==> src/design/pwm_lock_pkg.sv <==
// constants for the pwm write-protection gate and its register map
`default_nettype none
package pwm_lock_pkg;
  localparam int unsigned   NUM_GEN          = 3;
  localparam int unsigned   ADDR_W           = 8;
  localparam int unsigned   DATA_W           = 32;
  localparam int unsigned   REG_W            = 16;
  // register byte addresses
  localparam logic [7:0]    ADDR_UNLOCK_KEY  = 8'h00;
  localparam logic [7:0]    ADDR_STATUS      = 8'h04;
  localparam logic [7:0]    ADDR_TB_CTRL     = 8'h08;
  localparam logic [7:0]    ADDR_TB_PERIOD   = 8'h0C;
  localparam logic [7:0]    ADDR_GEN_BASE    = 8'h10;
  localparam int unsigned   GEN_STRIDE_LSB   = 4;
  localparam int unsigned   GEN_IDX_W        = 2;
  localparam int unsigned   FIELD_LSB        = 2;
  localparam logic [1:0]    FIELD_OUT_CTRL   = 2'h0;
  localparam logic [1:0]    FIELD_FAULT_CTRL = 2'h1;
  localparam logic [1:0]    FIELD_DUTY       = 2'h2;
  // unlock keys
  localparam logic [15:0]   KEY_FIRST        = 16'hABCD;
  localparam logic [15:0]   KEY_SECOND       = 16'h4321;
  // lock bit inside the oscillator select configuration word
  localparam int unsigned   LOCK_CFG_BIT     = 6;
  // output, fault and time-base control fields
  localparam int unsigned   OC_ALIGN_BIT     = 0;
  localparam int unsigned   OC_EXCHANGE_BIT  = 1;
  localparam int unsigned   OC_OVR_DAT_LSB   = 2;
  localparam int unsigned   OC_OVR_EN_LSB    = 4;
  localparam int unsigned   FC_FAULT_EN_BIT  = 0;
  localparam int unsigned   TB_ENABLE_BIT    = 0;
  // status fields
  localparam int unsigned   ST_LOCK_BIT      = 0;
  localparam int unsigned   ST_KEY1_BIT      = 1;
  localparam int unsigned   ST_UNLOCKED_BIT  = 2;
  localparam int unsigned   ST_REJECT_BIT    = 3;
  // reset values
  localparam logic [15:0]   OUT_CTRL_RESET   = 16'h0000;
  localparam logic [15:0]   FAULT_CTRL_RESET = 16'h0000;
  localparam logic [15:0]   DUTY_RESET       = 16'h0000;
  localparam logic [15:0]   PERIOD_RESET     = 16'hFFFF;
  localparam logic [15:0]   COUNT_RESET      = 16'h0000;
  localparam logic [15:0]   COUNT_STEP       = 16'h0001;
  localparam logic [31:0]   READ_ZERO        = 32'h0000_0000;
  typedef enum logic [1:0] {st_idle, st_key1, st_unlocked} unlock_state_type;
endpackage
`default_nettype wire

==> src/design/pwm_io_write_lock.sv <==
// pwm output/fault control registers behind a key-sequence write lock
// Summary of operation
// - lock enable from config word bit six
// - lock bit 1 protects, 0 leaves writable
// - only output and fault control protected
// - next access after keys is protected write
// - one unlock grants at most one protected write
// - exchange bit swaps high and low pins
// - align bit applies override at period boundary
`default_nettype none
module pwm_io_write_lock (
  // clock, reset, enable
  input  wire logic                                  sys_clk,
  input  wire logic                                  srst,
  input  wire logic                                  clk_en,
  // nonvolatile configuration
  input  wire logic [15:0]                           oscillator_select_config_word,
  // avalon-mm slave
  input  wire logic [pwm_lock_pkg::ADDR_W-1:0]       address,
  input  wire logic                                  read,
  input  wire logic                                  write,
  input  wire logic [pwm_lock_pkg::DATA_W-1:0]       writedata,
  input  wire logic [3:0]                            byteenable,
  output logic      [pwm_lock_pkg::DATA_W-1:0]       readdata,
  output logic                                       waitrequest,
  // fault inputs, active high
  input  wire logic [pwm_lock_pkg::NUM_GEN-1:0]      fault_in,
  // pwm pins
  output logic      [pwm_lock_pkg::NUM_GEN-1:0]      high_side_pin,
  output logic      [pwm_lock_pkg::NUM_GEN-1:0]      low_side_pin
);
  localparam int unsigned N = pwm_lock_pkg::NUM_GEN;

  // register state
  logic                                       pwm_write_lock_cfg;
  pwm_lock_pkg::unlock_state_type             unlock_state;
  logic                                       reject_flag;
  logic                                       pwm_timebase_enable;
  logic [15:0]                                period;
  logic [15:0]                                count;
  logic [N-1:0][15:0]                         pwm_output_control;
  logic [N-1:0][15:0]                         pwm_fault_limit_control;
  logic [N-1:0][15:0]                         duty;
  logic [N-1:0][1:0]                          ovr_en_eff;
  logic [N-1:0][1:0]                          override_data_value;

  // bus decode
  wire        req          = read | write;
  wire        accept       = clk_en & req & ~waitrequest;
  wire        acc_wr       = accept & write;
  wire [15:0] wmask        = {{8{byteenable[1]}}, {8{byteenable[0]}}};
  wire [15:0] wdata        = writedata[15:0];
  wire [7:0]  gen_off      = address - pwm_lock_pkg::ADDR_GEN_BASE;
  wire [1:0]  gen_idx      = gen_off[pwm_lock_pkg::GEN_STRIDE_LSB +: pwm_lock_pkg::GEN_IDX_W];
  wire [1:0]  gen_field    = address[pwm_lock_pkg::FIELD_LSB +: 2];
  wire        gen_hit      = (address >= pwm_lock_pkg::ADDR_GEN_BASE) && ({30'h0, gen_idx} < N)
                             && (address[1:0] == 2'h0)
                             && (gen_off[7:pwm_lock_pkg::GEN_STRIDE_LSB+pwm_lock_pkg::GEN_IDX_W] == '0);
  wire        hit_key      = address == pwm_lock_pkg::ADDR_UNLOCK_KEY;
  wire        hit_status   = address == pwm_lock_pkg::ADDR_STATUS;
  wire        hit_tb_ctrl  = address == pwm_lock_pkg::ADDR_TB_CTRL;
  wire        hit_period   = address == pwm_lock_pkg::ADDR_TB_PERIOD;
  wire        hit_oc       = gen_hit && gen_field == pwm_lock_pkg::FIELD_OUT_CTRL;
  wire        hit_fc       = gen_hit && gen_field == pwm_lock_pkg::FIELD_FAULT_CTRL;
  wire        hit_duty     = gen_hit && gen_field == pwm_lock_pkg::FIELD_DUTY;
  wire        hit_prot     = hit_oc | hit_fc;
  wire        key1_write   = acc_wr & hit_key & (wdata == pwm_lock_pkg::KEY_FIRST);
  wire        key2_write   = acc_wr & hit_key & (wdata == pwm_lock_pkg::KEY_SECOND);
  wire        prot_open    = ~pwm_write_lock_cfg | (unlock_state == pwm_lock_pkg::st_unlocked);
  wire        prot_wr_ok   = acc_wr & hit_prot & prot_open;
  wire        prot_wr_bad  = acc_wr & hit_prot & ~prot_open;
  wire        boundary     = pwm_timebase_enable & (count == period);

  pwm_lock_pkg::unlock_state_type next_unlock_state;
  always_comb begin
    next_unlock_state = unlock_state;
    if (accept) begin
      case (unlock_state)
        pwm_lock_pkg::st_idle:     next_unlock_state = key1_write ? pwm_lock_pkg::st_key1 : pwm_lock_pkg::st_idle;
        pwm_lock_pkg::st_key1:     next_unlock_state = key2_write ? pwm_lock_pkg::st_unlocked
                                                     : key1_write ? pwm_lock_pkg::st_key1 : pwm_lock_pkg::st_idle;
        pwm_lock_pkg::st_unlocked: next_unlock_state = key1_write ? pwm_lock_pkg::st_key1 : pwm_lock_pkg::st_idle;
        default:                   next_unlock_state = pwm_lock_pkg::st_idle;
      endcase
    end
  end

  // read mux
  logic [31:0] next_readdata;
  always_comb begin
    next_readdata = pwm_lock_pkg::READ_ZERO;
    if (hit_status) begin
      next_readdata[pwm_lock_pkg::ST_LOCK_BIT]     = pwm_write_lock_cfg;
      next_readdata[pwm_lock_pkg::ST_KEY1_BIT]     = unlock_state == pwm_lock_pkg::st_key1;
      next_readdata[pwm_lock_pkg::ST_UNLOCKED_BIT] = unlock_state == pwm_lock_pkg::st_unlocked;
      next_readdata[pwm_lock_pkg::ST_REJECT_BIT]   = reject_flag;
    end else if (hit_tb_ctrl) begin
      next_readdata[pwm_lock_pkg::TB_ENABLE_BIT]   = pwm_timebase_enable;
    end else if (hit_period) begin
      next_readdata[15:0] = period;
    end else if (hit_oc) begin
      next_readdata[15:0] = pwm_output_control[gen_idx];
    end else if (hit_fc) begin
      next_readdata[15:0] = pwm_fault_limit_control[gen_idx];
    end else if (hit_duty) begin
      next_readdata[15:0] = duty[gen_idx];
    end
  end

  // one wait state per access; the key register reads as zero
  always_ff @(posedge sys_clk) begin
    if (srst) begin
      waitrequest <= 1'b1;
      readdata    <= pwm_lock_pkg::READ_ZERO;
    end else if (clk_en) begin
      waitrequest <= ~(req & waitrequest);
      if (req & waitrequest) begin
        readdata <= read ? next_readdata : pwm_lock_pkg::READ_ZERO;
      end
    end
  end

  // lock bit caught while reset is held
  always_ff @(posedge sys_clk) begin
    if (srst) begin
      pwm_write_lock_cfg <= oscillator_select_config_word[pwm_lock_pkg::LOCK_CFG_BIT];
    end
  end

  always_ff @(posedge sys_clk) begin
    if (srst) begin
      unlock_state <= pwm_lock_pkg::st_idle;
      reject_flag  <= 1'b0;
    end else if (clk_en) begin
      unlock_state <= next_unlock_state;
      // sticky until the next good protected write or a status read
      if (prot_wr_bad) begin
        reject_flag <= 1'b1;
      end else if (prot_wr_ok || (accept && read && hit_status)) begin
        reject_flag <= 1'b0;
      end
    end
  end

  // time base, never locked
  always_ff @(posedge sys_clk) begin
    if (srst) begin
      pwm_timebase_enable <= 1'b0;
      period              <= pwm_lock_pkg::PERIOD_RESET;
      count               <= pwm_lock_pkg::COUNT_RESET;
    end else if (clk_en) begin
      if (acc_wr && hit_tb_ctrl && byteenable[0]) begin
        pwm_timebase_enable <= writedata[pwm_lock_pkg::TB_ENABLE_BIT];
      end
      if (acc_wr && hit_period) begin
        period <= (period & ~wmask) | (wdata & wmask);
      end
      if (!pwm_timebase_enable || boundary) begin
        count <= pwm_lock_pkg::COUNT_RESET;
      end else begin
        count <= count + pwm_lock_pkg::COUNT_STEP;
      end
    end
  end

  // per generator registers and pins
  for (genvar g = 0; g < N; g++) begin : gen_ch
    wire        sel      = {30'h0, gen_idx} == g;
    wire [15:0] oc       = pwm_output_control[g];
    wire        duty_h   = pwm_timebase_enable & (count < duty[g]);
    wire        duty_l   = pwm_timebase_enable & ~duty_h;
    wire        drv_h    = ovr_en_eff[g][1] ? override_data_value[g][1] : duty_h;
    wire        drv_l    = ovr_en_eff[g][0] ? override_data_value[g][0] : duty_l;
    wire        swap     = oc[pwm_lock_pkg::OC_EXCHANGE_BIT];
    wire        faulted  = pwm_fault_limit_control[g][pwm_lock_pkg::FC_FAULT_EN_BIT] & fault_in[g];
    wire        ovr_load = ~oc[pwm_lock_pkg::OC_ALIGN_BIT] | boundary;

    always_ff @(posedge sys_clk) begin
      if (srst) begin
        pwm_output_control[g]      <= pwm_lock_pkg::OUT_CTRL_RESET;
        pwm_fault_limit_control[g] <= pwm_lock_pkg::FAULT_CTRL_RESET;
        duty[g]                    <= pwm_lock_pkg::DUTY_RESET;
        ovr_en_eff[g]              <= 2'h0;
        override_data_value[g]     <= 2'h0;
        high_side_pin[g]           <= 1'b0;
        low_side_pin[g]            <= 1'b0;
      end else if (clk_en) begin
        if (prot_wr_ok && hit_oc && sel) begin
          pwm_output_control[g] <= (oc & ~wmask) | (wdata & wmask);
        end
        if (prot_wr_ok && hit_fc && sel) begin
          pwm_fault_limit_control[g] <= (pwm_fault_limit_control[g] & ~wmask) | (wdata & wmask);
        end
        if (acc_wr && hit_duty && sel) begin
          duty[g] <= (duty[g] & ~wmask) | (wdata & wmask);
        end
        if (ovr_load) begin
          ovr_en_eff[g]          <= oc[pwm_lock_pkg::OC_OVR_EN_LSB +: 2];
          override_data_value[g] <= oc[pwm_lock_pkg::OC_OVR_DAT_LSB +: 2];
        end
        // fault forces both pins low, ahead of overrides
        high_side_pin[g] <= ~faulted & (swap ? drv_l : drv_h);
        low_side_pin[g]  <= ~faulted & (swap ? drv_h : drv_l);
      end
    end
  end

  wire [15:0] oc0 = pwm_output_control[0];
endmodule
`default_nettype wire

==> config.mk <==
export PLATFORM = sky130hd
export DESIGN_NAME = pwm_io_write_lock
export DESIGN_NICKNAME = d
export VERILOG_FILES = /design/src/design/pwm_lock_pkg.sv /design/src/design/pwm_io_write_lock.sv
export SDC_FILE = /design/constraint.sdc
export NUM_CORES = 1
export LEC_CHECK = 0
export ABC_AREA = 1
export BUFFER_PORTS_ARGS = -buffer_cell sky130_fd_sc_hd__buf_2
export CORE_AREA = 2 2 174 176
export DETAILED_ROUTE_END_ITERATION = 7
export DIE_AREA = 0 0 176 178
export GPL_TIMING_DRIVEN = 1
export PLACE_DENSITY = 0.57
export SLEW_MARGIN = 15
export SYNTH_ARGS = -nofsm -noshare
export SYNTH_HDL_FRONTEND = slang
export SYNTH_SLANG_ARGS = --single-unit
export TNS_END_PERCENT = 20
==> constraint.sdc <==
create_clock -name sys_clk -period 4.7 [get_ports sys_clk]
set_input_delay 0.47 -clock sys_clk [delete_from_list [all_inputs] [get_ports sys_clk]]
set_output_delay 0.47 -clock sys_clk [all_outputs]
set_load 0.05 [all_outputs]
### Yosys cells after proc, flatten, opt, wreduce, memory -nomap -nowiden

Index checks and enable logic that the tools add are counted.
W data, S select, Z words.

| operators by class | value |
|---|---|
| add/sub/neg operators | 2 |
| order comparisons | 6 |
| eq/ne operators | 12 |
| multiplexer cells | 33 |
| bitwise logic cells | 67 |
| reductions and logical operators | 51 |

Operators with widths:

| operator | number |
|---|---|
| $and A16 B16 Y16 | 11 |
| $or A16 B16 Y16 | 10 |
| $mux W16 | 9 |
| $bmux W16 S2 | 3 |
| $lt A16 B16 Y1 | 3 |
| $reduce_and A2 Y1 | 17 |
| $and A1 B1 Y1 | 26 |
| $logic_and A1 B1 Y1 | 23 |
| $add A16 B1 Y16 const B | 1 |
| $eq A16 B15 Y1 const B | 1 |
| $eq A16 B16 Y1 | 1 |
| $eq A16 B16 Y1 const B | 1 |
| $eq A8 B4 Y1 const B | 2 |
| $mux W1 | 16 |
| $not A16 Y16 | 1 |
| $mux W15 | 1 |
| $not A1 Y1 | 13 |
| $mux W12 | 1 |
| $logic_not A2 Y1 | 5 |
| $eq A8 B3 Y1 const B | 1 |
| $ge A8 B5 Y1 const B | 1 |
| $logic_not A8 Y1 | 1 |
| $sub A8 B5 Y8 const B | 1 |
| $eq A2 B1 Y1 const B | 3 |
| other kinds (11) | 19 |

| word-level totals | value |
|---|---|
| flip-flop bits (word level) | 232 |
| input bits | 68 |
| output and inout bits | 39 |
| logic and storage cells | 200 |

### Longest topological paths before layout

Gate-level depths: netlist of the first run.

| depth | value |
|---|---|
| word-level depth | 13 |
| gate-level depth with buffers | 19 |
| gate-level depth less buffers | 16 |

### Worst setup path after synthesis of the first run

OpenSTA, ideal clock, no wires.

| path | value |
|---|---|
| path type | input-to-reg |
| start point | input port address[4] (netlist bit) |
| end point | register readdata[2] (netlist bit) |
| library setup time | 132 ps |
| data arrival time | 2621 ps |
| required time | 4568 ps |
| setup slack | 1947 ps |
| stages | 18 |
| buffers on the path | 4 |
| cell sequence | buf_4 -> inv_2 -> clkbuf_1 -> clkbuf_1 -> ha_1 -> clkbuf_1 -> nand2_1 -> clkinv_1 -> nand2_1 -> nand3_1 -> nand4_1 -> nand2_1 -> nand2_1 -> nand2_1 -> nand2_1 -> nand2_1 -> nand2_1 -> a21oi_1 |

| on the way | value |
|---|---|
| word-level cells in the longest chain between the ends | 13 |
| elaborated cells between the ends (all ways) | 26 |
| those cells by class | add/sub (1); order compare (2); eq/ne (3); mux (13); reduce/logical (7) |

RTL lines:

| item | line | source |
|---|---|---|
| start: declaration | pwm_io_write_lock.sv:19 | `input wire logic [pwm_lock_pkg::ADDR_W-1:0] address,` |
| $sub A8 B5 Y8 | pwm_io_write_lock.sv:53 | `wire [7:0] gen_off = address - pwm_lock_pkg::ADDR_GEN_BASE;` |
| $lt A2 B2 Y1 | pwm_io_write_lock.sv:56 | `wire gen_hit = (address >= pwm_lock_pkg::ADDR_GEN_BASE) && ({30'h0, gen_idx} < N)` |
| $logic_and A1 B1 Y1 | pwm_io_write_lock.sv:56 |  |
| $logic_and A1 B1 Y1 | pwm_io_write_lock.sv:57 | `&& (address[1:0] == 2'h0)` |
| $logic_and A1 B1 Y1 | pwm_io_write_lock.sv:58 | `&& (gen_off[7:pwm_lock_pkg::GEN_STRIDE_LSB+pwm_lock_pkg::GEN_IDX_W] == '0);` |
| $logic_and A1 B1 Y1 | pwm_io_write_lock.sv:65 | `wire hit_duty = gen_hit && gen_field == pwm_lock_pkg::FIELD_DUTY;` |
| $mux W16 | pwm_io_write_lock.sv:105 | `end else if (hit_duty) begin` |
| $mux W16 | pwm_io_write_lock.sv:103 | `end else if (hit_fc) begin` |
| $mux W16 | pwm_io_write_lock.sv:101 | `end else if (hit_oc) begin` |
| $mux W16 | pwm_io_write_lock.sv:99 | `end else if (hit_period) begin` |
| $mux W15 | pwm_io_write_lock.sv:97 | `end else if (hit_tb_ctrl) begin` |
| $mux W4 * | pwm_io_write_lock.sv:92 | `if (hit_status) begin` |
| $mux W16 * | pwm_io_write_lock.sv:118 | `readdata <= read ? next_readdata : pwm_lock_pkg::READ_ZERO;` |
| end signal: assignment | pwm_io_write_lock.sv:114 | `readdata <= pwm_lock_pkg::READ_ZERO;` |
| end signal: assignment | pwm_io_write_lock.sv:118 |  |
| end: declaration | pwm_io_write_lock.sv:24 | `output logic [pwm_lock_pkg::DATA_W-1:0] readdata,` |

Mark *: on every way between the ends. The rest lies on a longest branch, timed or not. The select of a mux whose other input is x is not followed.
A chain may end at the register's enable or synchronous reset.

### Final worst setup path of the first run

| path | value |
|---|---|
| start point | input port address[5] (netlist bit) |
| end point | register readdata[3] (netlist bit) |

The elaborated chain is that of the path after synthesis.

==> results.sh, run 1 <==
export IMPL_cts_buffers=25
export IMPL_yosysTopAreaCell="dfxtp_1"
export IMPL_critical_path_max_stage_delay_ns=0.77
export IMPL_place_congestion=0.924
export IMPL_preCtsSetupSlack_ns=1.43
export IMPL_cp_num_cells=14
export IMPL_tritoncts="yes"
export IMPL_slew_violations=0
export IMPL_yosysMostFrequentCell="a21oi_1"
export IMPL_std_cell_rows=63
export IMPL_synth_commonest_cells="258 x a21oi_1, 243 x nand2_1, 215 x dfxtp_1"
export IMPL_drt_pass1_iterations=8
export IMPL_ys_seq_area_frac=0.382
export IMPL_synth_top_cell_area_share=0.379
export IMPL_grt_max_degree=76
export IMPL_synth_edf_count=1
export IMPL_wire_per_inst_um=18.4
export IMPL_whs_ns=0.125
export IMPL_fin_crit_sh=0.595
export IMPL_cts_hold_buf=0
export IMPL_vias_per_cell=5.25
export IMPL_hold_path_startpoint="oscillator_select_config_word[6]"
export IMPL_worstMarginPinSlew_ns=0.879
export IMPL_crit_slowest_cell="nor2_1"
export IMPL_cap_violations=0
export IMPL_clk_latency_ns=0.53
export IMPL_nFillCells=3064
export IMPL_crit_arrival_ns=3.25
export IMPL_synth_seq_cells=216
export IMPL_top_level_ports=107
export IMPL_start_util=0.386
export IMPL_syn_cell_area_um2=11400
export IMPL_ant_nets=0
export IMPL_cts_root_buf="clkbuf_16"
export IMPL_crit_chain="buf_2 -> inv_1 -> ha_1 -> nor2_1 -> inv_1 -> o21ai_0 -> o21ai_0 -> nor2_1 -> nor2_1 -> nand2_1 -> nand2_1 -> nand2_1 -> nand2_1 -> a21oi_1"
export IMPL_period_needed_ns=2.80
export IMPL_p_comb_frac=0.074
export IMPL_die_h_um=178
export IMPL_crit_family="simple AND/OR/NAND/NOR gates"
export IMPL_fin_nets=1710
export IMPL_fin_ws_ns=1.90
export IMPL_drt_wl_total_um=36800
export IMPL_max_freq_ghz=0.358
export IMPL_p_seq_frac=0.440
export IMPL_crit_required_ns=5.16
export IMPL_crit_buf_inv=3
export IMPL_ys_warnings_count=0
export IMPL_cp_start_kind="input pin"
export IMPL_cts_sinks=216
export IMPL_path_common_cell="nand2_1"
export IMPL_hold_path_class="in -> reg"
export IMPL_synth_main_ff_cell="dfxtp_1"
export IMPL_grt_pass1_wl_um=56800
export IMPL_coreArea_um2=29400
export IMPL_synth_area_leaders="dfxtp_1 38%, a21oi_1 11%, o21ai_0 9.1%, nand2_1 8.0%, inv_1 6.7%"
export IMPL_ctsResizeCount=0
export IMPL_setup_violations=0
export IMPL_drive_gt1_frac=0.0957
export IMPL_grt_pass1_vias=9777
export IMPL_post_cts_setup_buffers=0
export IMPL_drc=0
export IMPL_clock_path_buffers=3
export IMPL_p_clk_frac=0.486
export IMPL_grt_overflow=0
export IMPL_reg2reg_to="readdata[5]"
export IMPL_ir_drop_v=0.000230
export IMPL_r2r_start="waitrequest"
export IMPL_antenna_found_initial=1
export IMPL_design_area_um2=12600
export IMPL_p_per_area_nw_per_um2=333
export IMPL_ys_types=45
export IMPL_ys_async_sr_fraction=0
export IMPL_finalSetupTns_ns=0
export IMPL_sw_frac_of_total=0.249
export IMPL_syn_to_final_growth_pct=11.1
export IMPL_drt_iter0_markers=805
export IMPL_numPortBuffers=57
export IMPL_syn_inst=1587
export IMPL_vias=10502
export IMPL_power_mw=4.20
export IMPL_hpwlAfterDp_um=26000
export IMPL_die_w_um=176
export IMPL_p_switching_mw=1.05
export IMPL_p_leak_nw=4.98
export IMPL_track_usage=0.234
export IMPL_crit_fanout=16
export IMPL_htreeDepth=1
export IMPL_setup_worst_path_end_class="flip-flop"
export IMPL_whs_endpoint="pwm_write_lock_cfg"
export IMPL_reg2regPathDepth=6
export IMPL_regToRegSetupSlack_ns=2.40
export IMPL_die_area_um2=31300
export IMPL_rsz0062_at_grt="no"
export IMPL_hold_violations=0
export IMPL_criticalPathCategory="in -> reg"
export IMPL_p_int_mw=3.15
export IMPL_clk_pin_slew_worst_paths_ns=0.06
export IMPL_status="finished clean"
export IMPL_slew_limit_headroom=0.412
export IMPL_skew_ns=0.0133
export IMPL_syn_avg_cell_area_um2=7.15
export IMPL_min_path_cells=1
export IMPL_placed_area_um2=11700
==> how the worst max path moves through the flow <==
stage	startpoint	slack (ns)	endpoint
after floorplan	address[4]	1.95	readdata[2]
after detailed placement	address[5]	1.43	readdata[3]
after CTS	address[5]	1.97	readdata[3]
final	address[5]	1.90	readdata[3]
after global placement	address[5]	1.45	readdata[3]
after global routing	address[5]	1.66	readdata[3]
==> kinds of logic after synthesis <==
kind of cell | share of synthesized area
flops | 0.382
buf+inv | 0.116
fa+ha+maj | 0.0551
simple gates | 0.191
other cells | 0.000330
compound gates | 0.240
xor+xnor | 0.0162
==> layer usage <==
| layer | GRT usage | part of all wire | wire length [µm] | up-vias |
|---|---|---|---|---|
| met5 | 0 | 0 | 0 | - |
| met4 | 0.0823 | 0.032 | 1180 | 0 |
| met3 | 0.0382 | 0.066 | 2440 | 61 |
| met2 | 0.385 | 0.45 | 16700 | 300 |
| met1 | 0.312 | 0.45 | 16500 | 4878 |
| li1 | - | - | - | 5263 |
==> power by group through the flow <==
stage / Sequential [mW] / Clock, mW / Combinational (mW)
2_1_floorplan: 1.89 / 0 / 0.209
3_3_place_gp: 1.89 / 0 / 0.304
3_5_place_dp: 1.89 / 0 / 0.305
4_1_cts: 1.85 / 2.08 / 0.305
5_1_grt: 1.85 / 2.15 / 0.337
6_report: 1.85 / 2.04 / 0.312
==> worst reg2reg max path, delay by kind of cell, from the launching register on <==
family           cells  cell delay [ns]
AO/OA/AOI/OAI        2             0.40
AND/OR/NAND/NOR      4             1.41
flip-flops           1             0.42
==> cell type report <==
type	instances	area (µm²)	share of cell area
inverter	211	795	0.0630
antenna	1	2.50	0.000199
timing repair buffer	68	368	0.0292
sequential	216	4330	0.344
tap	390	488	0.0387
clock buffer	33	726	0.0576
multi-input combinational	1070	5750	0.456
clock inverter	12	141	0.0112
==> cells in the final DEF (no fill, tap or decap), types with 13 or more instances in the layout <==
master and instances:
nand2_1 243, conb_1 16, nor2_1 75, a21oi_1 258, nand4_1 17, nand3_1 74, buf_2 57, nor3_1 15
clkbuf_16 25, xnor2_1 13, o21ai_0 207, inv_1 203, ha_1 50, dfxtp_1 215
==> per-stage QoR <==
step / std cells / utilization
after detailed placement: 1955 / 0.399
after global placement: 1955 / 0.399
after global routing: 2000 / 0.429
after CTS: 2000 / 0.429
after floorplan: 1602 / -
final: 2001 / 0.429
Note: power is estimated with default switching activity, not from simulation.
==> inputs of run 2 (changes only) <==
Clock period 4.7 ns to 2.6 ns, I/O delays scaled along.
==> run 2 against run 1 <==
Effect of this change:
- register-to-register slack worse by 2.0 ns
- global-route usage is 0.38 points lower
- clock-buffer cell count is 1 lower
- utilization grew 0.90 points
- non-clock buffer count is 42 higher
- first-iteration DRC count down 2.6%
- wire length is 0.66% lower
- hold slack lost 0.045 ns
- highest routed layer unchanged
==> results.sh, run 2 (same netlist as run 1, synthesis figures left out) <==
export IMPL_status="finished clean"
export IMPL_track_usage=0.230
export IMPL_ant_nets=0
export IMPL_cts_root_buf="clkbuf_16"
export IMPL_setup_violations=0
export IMPL_clk_latency_ns=0.53
export IMPL_criticalPathCategory="reg -> reg"
export IMPL_vias=10592
export IMPL_layout_commonest_cell="a21oi_1"
export IMPL_fin_ws_ns=0.412
export IMPL_die_area_um2=31300
export IMPL_std_cell_rows=63
export IMPL_drive_gt1_frac=0.116
export IMPL_setup_worst_path_end_class="flip-flop"
export IMPL_crit_fanout=15
export IMPL_drc=0
export IMPL_syn_to_final_growth_pct=13.4
export IMPL_drt_iter0_markers=784
export IMPL_htreeDepth=1
export IMPL_drt_pass1_iterations=7
export IMPL_clock_path_buffers=3
export IMPL_multi_input_area_um2=5750
export IMPL_hpwlAfterDp_um=26600
export IMPL_wirelength_met1_um=16600
export IMPL_ir_drop_v=0.000428
export IMPL_dr_wl_met2_um=16200
export IMPL_hold_path_class="in -> reg"
export IMPL_crit_arrival_ns=2.57
export IMPL_place_congestion=0.924
export IMPL_grt_overflow=0
export IMPL_p_leak_nw=5.14
export IMPL_grt_pass1_wl_um=55500
export IMPL_cap_violations=0
export IMPL_worstMarginPinSlew_ns=0.633
export IMPL_p_per_area_nw_per_um2=575
export IMPL_fin_nets=1752
export IMPL_preCtsSetupSlack_ns=0.146
export IMPL_coreArea_um2=29400
export IMPL_antenna_found_initial=2
export IMPL_seq_area_um2=4330
export IMPL_top_layer="met4"
export IMPL_die_w_um=176
export IMPL_skew_ns=0.00753
export IMPL_slew_limit_headroom=0.578
export IMPL_tritoncts="yes"
export IMPL_drt_wl_total_um=36600
export IMPL_most_common_layout_cells="258 x a21oi_1, 243 x nand2_1, 215 x dfxtp_1, 207 x o21ai_0, 203 x inv_1"
export IMPL_start_util=0.386
export IMPL_grt_max_degree=147
export IMPL_cts_sinks=216
export IMPL_hold_path_startpoint="fault_in[0]"
export IMPL_fin_crit_sh=0.842
export IMPL_cp_start_kind="flip-flop"
export IMPL_r2r_start="count[13]"
export IMPL_numPortBuffers=57
export IMPL_finalSetupTns_ns=0
export IMPL_die_h_um=178
export IMPL_crit_required_ns=2.98
export IMPL_route_met3_wl_um=2370
export IMPL_top_level_ports=107
export IMPL_cts_buffers=25
export IMPL_rsz0062_at_grt="no"
export IMPL_nFillCells=3052
export IMPL_hold_violations=0
export IMPL_max_freq_ghz=0.457
export IMPL_vias_per_cell=5.18
export IMPL_wire_per_inst_um=17.9
export IMPL_slew_violations=0
export IMPL_period_needed_ns=2.19
export IMPL_grt_pass1_vias=9743
export IMPL_startpoint="count[13]"
export IMPL_post_cts_setup_buffers=0
export IMPL_clk_pin_slew_worst_paths_ns=0.06
[run 2: area by class of cell]
class | instances | area share
Multi-Input combinational cell | 1070 | 0.447
Sequential cell | 216 | 0.337
Inverter | 211 | 0.0617
Timing Repair Buffer | 110 | 0.0542
Clock buffer | 32 | 0.0522
Tap cell | 390 | 0.0379
Clock inverter | 13 | 0.00982
Antenna cell | 2 | 0.000389
[run 2: where the power goes]
group | internal (mW) | total [mW] | switching, mW
clock network | 2.02 | 3.47 | 1.44
logic | 0.148 | 0.592 | 0.443
registers | 3.33 | 3.34 | 0.0123
[run 2: final timing paths]
check | to | slack [ns] | depth (start not counted)
worst max-delay path | count[10] | 0.41 | 9
worst min-delay path | high_side_pin[0] | 0.08 | 4
worst max register to register | count[10] | 0.41 | 9
worst min register to register | flip-flop | 0.44 | 2
[run 2: per-stage QoR]
stage | cell area [µm²] | power (mW) | hold WS (ns) | util | instances
finish | 12900 | 7.40 | 0.0795 | 0.438 | 2044
global route | 12900 | 7.63 | 0.0984 | 0.438 | 2043
CTS | 12900 | 7.45 | 0.0663 | 0.438 | 2042
detailed placement | 12100 | 3.99 | 0.434 | 0.410 | 1996
global placement | 12100 | 3.99 | 0.429 | 0.410 | 1996
floorplan | 11400 | 3.79 | 0.359 | - | 1602
[run 2: metal layers]
layer,vias to the layer above,track usage
met4,0,0.0875
met3,74,0.0388
met1,4838,0.309
li1,5359,-
met2,321,0.372
met5,-,0
[run 2: critical path, cell delays in order, from the launching register on]
cell and delay, ns:
dfxtp_1 0.43, or2_2 0.34, a21oi_1 0.14, nand3_1 0.08
nor2_1 0.26, nand2_1 0.12, nand2_1 0.07, nand2_1 0.05
nand2_1 0.44, nor3b_1 0.10
[run 2: repair_timing]
action,in CTS,in global routing
endpoints found under the hold margin,1,0
resized for setup,0,0
hold buffers,1,0
